<file path="config.mk">
export PLATFORM = sky130hd
export DESIGN_NAME = gdc_top
export DESIGN_NICKNAME = d
export VERILOG_FILES = /design/src/hdl/gdc_pkg.sv /design/src/hdl/gdc_port_cell.sv /design/src/hdl/gdc_top.sv
export SDC_FILE = /design/constraint.sdc
export NUM_CORES = 1
export LEC_CHECK = 0
export ABC_AREA = 1
export BUFFER_PORTS_ARGS = -buffer_cell sky130_fd_sc_hd__buf_2
export CAP_MARGIN = 20
export CELL_PAD_IN_SITES_DETAIL_PLACEMENT = 0
export CELL_PAD_IN_SITES_GLOBAL_PLACEMENT = 1
export CORE_MARGIN = 10
export CORE_UTILIZATION = 38
export CTS_CLUSTER_SIZE = 40
export DETAILED_ROUTE_END_ITERATION = 10
export PLACE_DENSITY = 0.89
export SLEW_MARGIN = 20
export SYNTH_ARGS = -nofsm -noshare
export SYNTH_HDL_FRONTEND = slang
export SYNTH_SLANG_ARGS = --single-unit
</file>
<file path="constraint.sdc">
create_clock -name SYS_CLK -period 7.3 [get_ports SYS_CLK]
set_input_delay 0.73 -clock SYS_CLK [delete_from_list [all_inputs] [get_ports SYS_CLK]]
set_output_delay 0.73 -clock SYS_CLK [all_outputs]
set_load 0.005 [all_outputs]
</file>
<file path="src/hdl/gdc_pkg.sv">
package gdc_pkg;

   // ------------------------------------------------------------
   // Geometry
   // ------------------------------------------------------------
   localparam int NUM_PORTS   = 12;
   localparam int PORT_BITS   = 4;
   localparam int PINS        = NUM_PORTS * PORT_BITS;
   localparam int FIRST_GROUP = 8;

   // Port order: 0A 0B 0C 1D 2A 2B 2C 2D 3A 3B 3C 3D
   localparam int PORT_WIDTH [NUM_PORTS] = '{4, 4, 4, 4, 3, 4, 4, 3, 4, 4, 4, 4};

   // ------------------------------------------------------------
   // Register indices (byte address is four times the index)
   // ------------------------------------------------------------
   localparam logic [7:0] IDX_PORT_ZERO_A_DIRECTION_SELECT = 8'h6F;
   localparam logic [7:0] IDX_PORT_ZERO_B_DIRECTION_SELECT = 8'h6E;
   localparam logic [7:0] IDX_PORT_ZERO_C_DIRECTION_SELECT = 8'h6D;
   localparam logic [7:0] IDX_PORT_ONE_D_DIRECTION_SELECT  = 8'h6C;
   localparam logic [7:0] IDX_PORT_TWO_A_DIRECTION_SELECT  = 8'h6B;
   localparam logic [7:0] IDX_PORT_TWO_B_DIRECTION_SELECT  = 8'h6A;
   localparam logic [7:0] IDX_PORT_TWO_C_DIRECTION_SELECT  = 8'h69;
   localparam logic [7:0] IDX_PORT_TWO_D_DIRECTION_SELECT  = 8'h68;
   localparam logic [7:0] IDX_GROUP_DIRECTION_SELECT       = 8'h67;
   localparam logic [7:0] IDX_PORT_DATA_BASE               = 8'h40;
   localparam logic [7:0] IDX_STATUS                       = 8'h50;

   localparam logic [7:0] IDX_DIRECTION [FIRST_GROUP] = '{
      IDX_PORT_ZERO_A_DIRECTION_SELECT, IDX_PORT_ZERO_B_DIRECTION_SELECT,
      IDX_PORT_ZERO_C_DIRECTION_SELECT, IDX_PORT_ONE_D_DIRECTION_SELECT,
      IDX_PORT_TWO_A_DIRECTION_SELECT,  IDX_PORT_TWO_B_DIRECTION_SELECT,
      IDX_PORT_TWO_C_DIRECTION_SELECT,  IDX_PORT_TWO_D_DIRECTION_SELECT};

   // ------------------------------------------------------------
   // Reset values and encodings
   // ------------------------------------------------------------
   localparam logic [3:0]  DIRECTION_RESET = 4'h0;
   localparam logic [3:0]  LATCH_RESET     = 4'h0;
   localparam logic        DIR_INPUT       = 1'b0;
   localparam logic        DIR_OUTPUT      = 1'b1;
   localparam logic [31:0] UNMAPPED_READ   = 32'h0000_0000;

   function automatic logic [3:0] width_mask(input int width);
      width_mask = 4'(({{PORT_BITS{1'b0}}, {PORT_BITS{1'b1}}} >> (PORT_BITS - width)));
   endfunction : width_mask

endpackage : gdc_pkg

</file>
<file path="src/hdl/gdc_port_cell.sv">
`timescale 1ns/1ps
module gdc_port_cell #(
   parameter int WIDTH = 4,
   parameter bit GROUP = 1'b0
) (
   // Clock and reset
   input  wire logic       clk,
   input  wire logic       rst,
   input  wire logic       clk_en,
   // Direction control
   input  wire logic       clear_dir,
   input  wire logic       dir_wr,
   input  wire logic [3:0] dir_wdata,
   // Output latch
   input  wire logic       data_wr,
   input  wire logic [3:0] data_wdata,
   // Pins
   input  wire logic       input_stop,
   input  wire logic [3:0] pin_in,
   output logic      [3:0] pin_out,
   output logic      [3:0] pin_oe,
   // Readback
   output logic      [3:0] dir,
   output logic      [3:0] data_rd
);

   localparam logic [3:0] MASK = gdc_pkg::width_mask(WIDTH);

   logic [3:0] latch;
   wire  [3:0] dir_value  = GROUP ? {4{dir_wdata[0]}} : dir_wdata;
   wire  [3:0] next_dir   = clear_dir ? gdc_pkg::DIRECTION_RESET
                          : (dir_wr ? (dir_value & MASK) : dir);
   // Input-mode buffers are shut while stopped, so floating pins cannot draw current
   wire  [3:0] input_gate = input_stop ? dir : 4'hF;
   wire  [3:0] next_data  = pin_in & input_gate & MASK;

   always_ff @(posedge clk or posedge rst) begin
      if (rst) begin
         dir     <= gdc_pkg::DIRECTION_RESET;
         latch   <= gdc_pkg::LATCH_RESET;
         pin_out <= gdc_pkg::LATCH_RESET;
         pin_oe  <= gdc_pkg::DIRECTION_RESET;
         data_rd <= gdc_pkg::LATCH_RESET;
      end else if (clk_en) begin
         dir     <= next_dir;
         if (data_wr) begin
            latch <= data_wdata & MASK;
         end
         pin_out <= latch & MASK;
         pin_oe  <= next_dir;
         data_rd <= next_data;
      end
   end

endmodule : gdc_port_cell

</file>
<file path="src/hdl/gdc_top.sv">
// Decided for this implementation: the Wishbone interface to the registers.
`timescale 1ns/1ps
// Overview of operation
// - Ports 0A,0B,0C,1D,2A,2B,2C,2D set direction pin by pin.
// - Ports 3A..3D switch direction for all four pins together.
// - Port write updates output latch; port read returns pin levels.
// - Direction bit 0 makes the pin input, 1 makes it output.
// - One per-pin direction register per bit port, one grouped register.
// - Ports 2A and 2D implement only bits 2 to 0.
// - Clock stop asserts input stop, shutting input buffers of floating pins.
module gdc_top #(
   parameter int ADDR_W = 12
) (
   // Clock, reset, enable
   input  wire logic                       SYS_CLK,
   input  wire logic                       RST,
   input  wire logic                       CLK_EN,
   // Core events
   input  wire logic                       WATCHDOG_STACK_RESET,
   input  wire logic                       CLOCK_STOP,
   // Wishbone slave
   input  wire logic [ADDR_W-1:0]          WB_ADR_I,
   input  wire logic [31:0]                WB_DAT_I,
   input  wire logic [3:0]                 WB_SEL_I,
   input  wire logic                       WB_WE_I,
   input  wire logic                       WB_CYC_I,
   input  wire logic                       WB_STB_I,
   output logic      [31:0]                WB_DAT_O,
   output logic                            WB_ACK_O,
   // Pins
   input  wire logic [gdc_pkg::PINS-1:0]   PIN_IN,
   output logic      [gdc_pkg::PINS-1:0]   PIN_OUT,
   output logic      [gdc_pkg::PINS-1:0]   PIN_OE,
   output logic                            INPUT_STOP
);

   // ------------------------------------------------------------
   // Bus handshake
   // ------------------------------------------------------------
   localparam int ADR_HI = (ADDR_W > 10) ? 9 : ADDR_W - 1;

   wire        request   = WB_CYC_I & WB_STB_I;
   // Writes land on the edge at which the master samples ack
   wire        write_now = request & WB_ACK_O & WB_WE_I & WB_SEL_I[0];
   wire        read_now  = request & ~WB_ACK_O;
   wire [7:0]  word_idx  = 8'(WB_ADR_I[ADR_HI:2]);
   wire [3:0]  wdata     = WB_DAT_I[3:0];

   // ------------------------------------------------------------
   // Address decode
   // ------------------------------------------------------------
   wire [gdc_pkg::NUM_PORTS-1:0] hit_dir;
   wire [gdc_pkg::NUM_PORTS-1:0] hit_data;
   wire [gdc_pkg::NUM_PORTS-1:0] dir_wr;
   wire [gdc_pkg::NUM_PORTS-1:0] data_wr;
   wire [3:0]                    dir_wdata [gdc_pkg::NUM_PORTS];
   wire [3:0]                    dir_rd    [gdc_pkg::NUM_PORTS];
   wire [3:0]                    data_rd   [gdc_pkg::NUM_PORTS];
   wire                          hit_group  = (word_idx == gdc_pkg::IDX_GROUP_DIRECTION_SELECT);
   wire                          hit_status = (word_idx == gdc_pkg::IDX_STATUS);

   genvar p;
   generate
      for (p = 0; p < gdc_pkg::NUM_PORTS; p = p + 1) begin : g_port
         if (p < gdc_pkg::FIRST_GROUP) begin : g_bit
            assign hit_dir[p]   = (word_idx == gdc_pkg::IDX_DIRECTION[p]);
            assign dir_wdata[p] = wdata;
         end else begin : g_grp
            assign hit_dir[p]   = hit_group;
            assign dir_wdata[p] = {4{wdata[p - gdc_pkg::FIRST_GROUP]}};
         end
         assign hit_data[p] = (word_idx == 8'(gdc_pkg::IDX_PORT_DATA_BASE + 8'(p)));
         assign dir_wr[p]   = write_now & hit_dir[p];
         assign data_wr[p]  = write_now & hit_data[p];

         gdc_port_cell #(
            .WIDTH (gdc_pkg::PORT_WIDTH[p]),
            .GROUP (p >= gdc_pkg::FIRST_GROUP)
         ) u_cell (
            .clk        (SYS_CLK),
            .rst        (RST),
            .clk_en     (CLK_EN),
            .clear_dir  (WATCHDOG_STACK_RESET),
            .dir_wr     (dir_wr[p]),
            .dir_wdata  (dir_wdata[p]),
            .data_wr    (data_wr[p]),
            .data_wdata (wdata),
            .input_stop (INPUT_STOP),
            .pin_in     (PIN_IN[p*4 +: 4]),
            .pin_out    (PIN_OUT[p*4 +: 4]),
            .pin_oe     (PIN_OE[p*4 +: 4]),
            .dir        (dir_rd[p]),
            .data_rd    (data_rd[p])
         );
      end
   endgenerate

   // ------------------------------------------------------------
   // Read selection
   // ------------------------------------------------------------
   function automatic logic [3:0] pick(input logic [gdc_pkg::NUM_PORTS-1:0] hit,
                                       input logic [3:0] src [gdc_pkg::NUM_PORTS]);
      logic [3:0] acc;
      acc = 4'h0;
      for (int i = 0; i < gdc_pkg::NUM_PORTS; i++) begin
         if (hit[i]) begin
            acc = acc | src[i];
         end
      end
      pick = acc;
   endfunction : pick

   wire [gdc_pkg::NUM_PORTS-1:0] hit_dir_bit = hit_dir & {{4{1'b0}}, {gdc_pkg::FIRST_GROUP{1'b1}}};
   wire [3:0] group_rd   = {dir_rd[11][0], dir_rd[10][0], dir_rd[9][0], dir_rd[8][0]};
   wire [3:0] status_rd  = {3'h0, INPUT_STOP};
   wire       mapped     = (|hit_dir_bit) | hit_group | (|hit_data) | hit_status;
   wire [3:0] sel_nibble = pick(hit_dir_bit, dir_rd) | pick(hit_data, data_rd)
                         | (hit_group ? group_rd : 4'h0) | (hit_status ? status_rd : 4'h0);
   wire [31:0] next_rdata = mapped ? {28'h0000000, sel_nibble} : gdc_pkg::UNMAPPED_READ;

   // ------------------------------------------------------------
   // Registers
   // ------------------------------------------------------------
   always_ff @(posedge SYS_CLK or posedge RST) begin
      if (RST) begin
         WB_ACK_O   <= 1'b0;
         WB_DAT_O   <= gdc_pkg::UNMAPPED_READ;
         INPUT_STOP <= 1'b0;
      end else if (CLK_EN) begin
         WB_ACK_O   <= read_now;
         if (read_now) begin
            WB_DAT_O <= next_rdata;
         end
         INPUT_STOP <= CLOCK_STOP;
      end
   end

endmodule : gdc_top

</file>
==> results_dict.tcl <==
set metrics [dict create \
    drive_gt1_frac 0.208 \
    diodes 0 \
    holdWs_ps 464 \
    fp.dieH_um 167 \
    core_area_um2 21100 \
    place_hpwl_um 17400 \
    dieWidth_um 167 \
    p_leak_nw 5.09 \
    cap_violations 0 \
    synthTopCellsByArea "dfrtp_1 55%, nand2_1 16%, o21ai_0 8.3%, nand3_1 6.2%, buf_4 4.3%" \
    power_mw 2.18 \
    cp_max_fo 76 \
    syn_avg_cell_area_um2 8.43 \
    setup_tns_ps 0 \
    stdcell_count 1396 \
    drtIter0Drc 766 \
    nFillCells 2104 \
    critical_path_required_ps 7590 \
    crit_start "CLK_EN" \
    vias_per_cell 4.93 \
    worst_pin_slew_ps 968 \
    antenna_found_initial 0 \
    finClkSkew_ps 7.95 \
    io-pin-count 234 \
    cts_tree "done" \
    maxSlewViolCount 0 \
    place_congestion 0.886 \
    finalWirelength_um 24200 \
    post_cts_resized 0 \
    vias 6888 \
    syn_inst 969 \
    insertion_delay_ps 430 \
    fp.dieArea_um2 27800 \
    cts_made_buffers 17 \
    cp-start-kind "input pin" \
    finalNetCount 1213 \
    synthToLayoutAreaGrowth_pct 17.2 \
    cp.arrival_ps 3100 \
    start_util 0.387 \
    max_freq_mhz 356 \
    placed_cells 1365 \
    setup_viol 0 \
    dr.pass1.iters 7 \
    highest_layer "met4" \
    clk_transition_reported_paths_ps 60 \
    synth-seq-cells 178 \
    drc_errors 0 \
    hp-class "register to register" \
    post-cts-setup-buffer-count 0 \
    power_density_nw_per_um2 227 \
    hold_buffers 0 \
    relSlewSlack 0.354 \
    routedWlPerCell_um 17.3 \
    path_class "input pin to register" \
    synth_cell_types 26 \
    grt_max_degree 111 \
    grt_setup_unrepaired "no" \
    cp-end-kind "register" \
    r2r_start "WB_ACK_O" \
    ant_nets 0 \
    min_from "g_port[5].u_cell.pin_out[0]" \
    finalCriticalPeriod_ps 2810 \
    track_usage 0.170 \
    portBuffers 164 \
    status "finished clean" \
    grt_pass1_wl_um 38200 \
    fin_crit_sh 0.385 \
    drt-met1-wl_um 10700 \
    finalHoldViolCount 0 \
    ys_warn_count 0 \
    synth.top_cell.area_share 0.545 \
    yosysSeqAreaShare 0.545 \
    cts_num_sinks 178 \
    rows 53 \
    overflow 0 \
    dr_wl_met3_um 1680 \
    vdd_drop_max_mv 0.150 \
    synth_top_cell_by_area "dfrtp_1" \
    wl_met2_um 11300 \
    max-clock-path-buffers 2 \
    syn_area_um2 8170 \
    grt_pass1_vias 6880 \
    cts_root_buf "clkbuf_16" \
    htreeDepth 4 \
]
[path summary, 6_finish.rpt]
path	to	cells after the start	slack, ps
setup / recovery	g_port[11].u_cell.latch[0]	8	4490
hold / removal	g_port[5].u_cell.pin_out[0]	2	460
setup reg to reg	g_port[11].u_cell.latch[0]	6	5430
hold reg to reg	g_port[5].u_cell.pin_out[0]	2	460
max in group asynchronous	g_port[7].u_cell.dir[1]	3	5370
min in group asynchronous	g_port[10].u_cell.pin_out[0]	2	520
[power by group]
group / switching, mW / internal [mW] / leakage [nW]
combinational: 0.129 / 0.0629 / 2.42
clock: 0.389 / 0.512 / 0.271
sequential: 0.0476 / 1.04 / 2.40
[cell families after synthesis]
logic type      Yosys count  synth area share
other cells               1          0.000459
buf+inv                 118            0.0804
flops                   178             0.545
compound gates          149            0.0957
simple gates            523             0.278
[synthesized netlist by cell type (all sizes together)]
master / n
o211ai: 5
or2: 4
nor2: 50
o21ai: 137
clkbuf: 26
conb: 1
nor3: 2
o31ai: 1
inv: 37
nand3: 110
dfrtp: 178
buf: 55
nand4: 3
a31oi: 6
nand2: 354
[stage by stage]
stage | area (µm²) | util | worst slack (ps)
global placement | 9000 | 0.427 | 4070
detailed placement | 9000 | 0.427 | 4030
CTS | 9570 | 0.454 | 4460
global route | 9570 | 0.454 | 4170
finish | 9570 | 0.454 | 4490
floorplan | 8290 | - | 1740
[registers in the layout, summed over array words and instances (netlist names)]
name,cells
g_port.u_cell.data_rd,46
WB_DAT_O,4
WB_ACK_O,1
g_port.u_cell.pin_oe,30
g_port.u_cell.dir,4
g_port.u_cell.latch,46
g_port.u_cell.pin_out,46
INPUT_STOP,1
[cells in the final DEF (no fill, tap or decap), types with 5 or more instances in the layout]
cell | netlist | final
o211ai_1 | 5 | 5
inv_2 | 5 | 5
conb_1 | 1 | 32
inv_1 | 32 | 31
nand3_1 | 101 | 101
nand3_4 | 7 | 7
nand2_1 | 350 | 350
buf_4 | 47 | 7
dfrtp_1 | 178 | 178
a31oi_1 | 6 | 6
o21ai_0 | 136 | 136
nor2_1 | 44 | 42
buf_2 | 5 | 164
clkbuf_16 | 0 | 17
[area by class of cell]
cell class	count	area (µm²)	area share
clock buffer	19	443	0.0463
clock inverter	12	135	0.0141
inverter	37	144	0.0150
multi-input combinational	704	3180	0.332
sequential	178	4450	0.465
tap	275	344	0.0359
timing repair buffer	171	873	0.0912
[worst max-delay path, stage by stage]
cell     delay [ps]
buf_2            70
buf_4           600
inv_2           530
nor2_2          210
buf_4           360
nand3_1         340
nand2_1         130
o21ai_0          90
[per-layer routing]
layer,global-route usage,vias up
met4,0.0542,0
met5,0,-
met2,0.272,264
met3,0.0414,32
li1,-,3361
met1,0.223,3231
No activity file was read; power rests on OpenSTA's default activity.
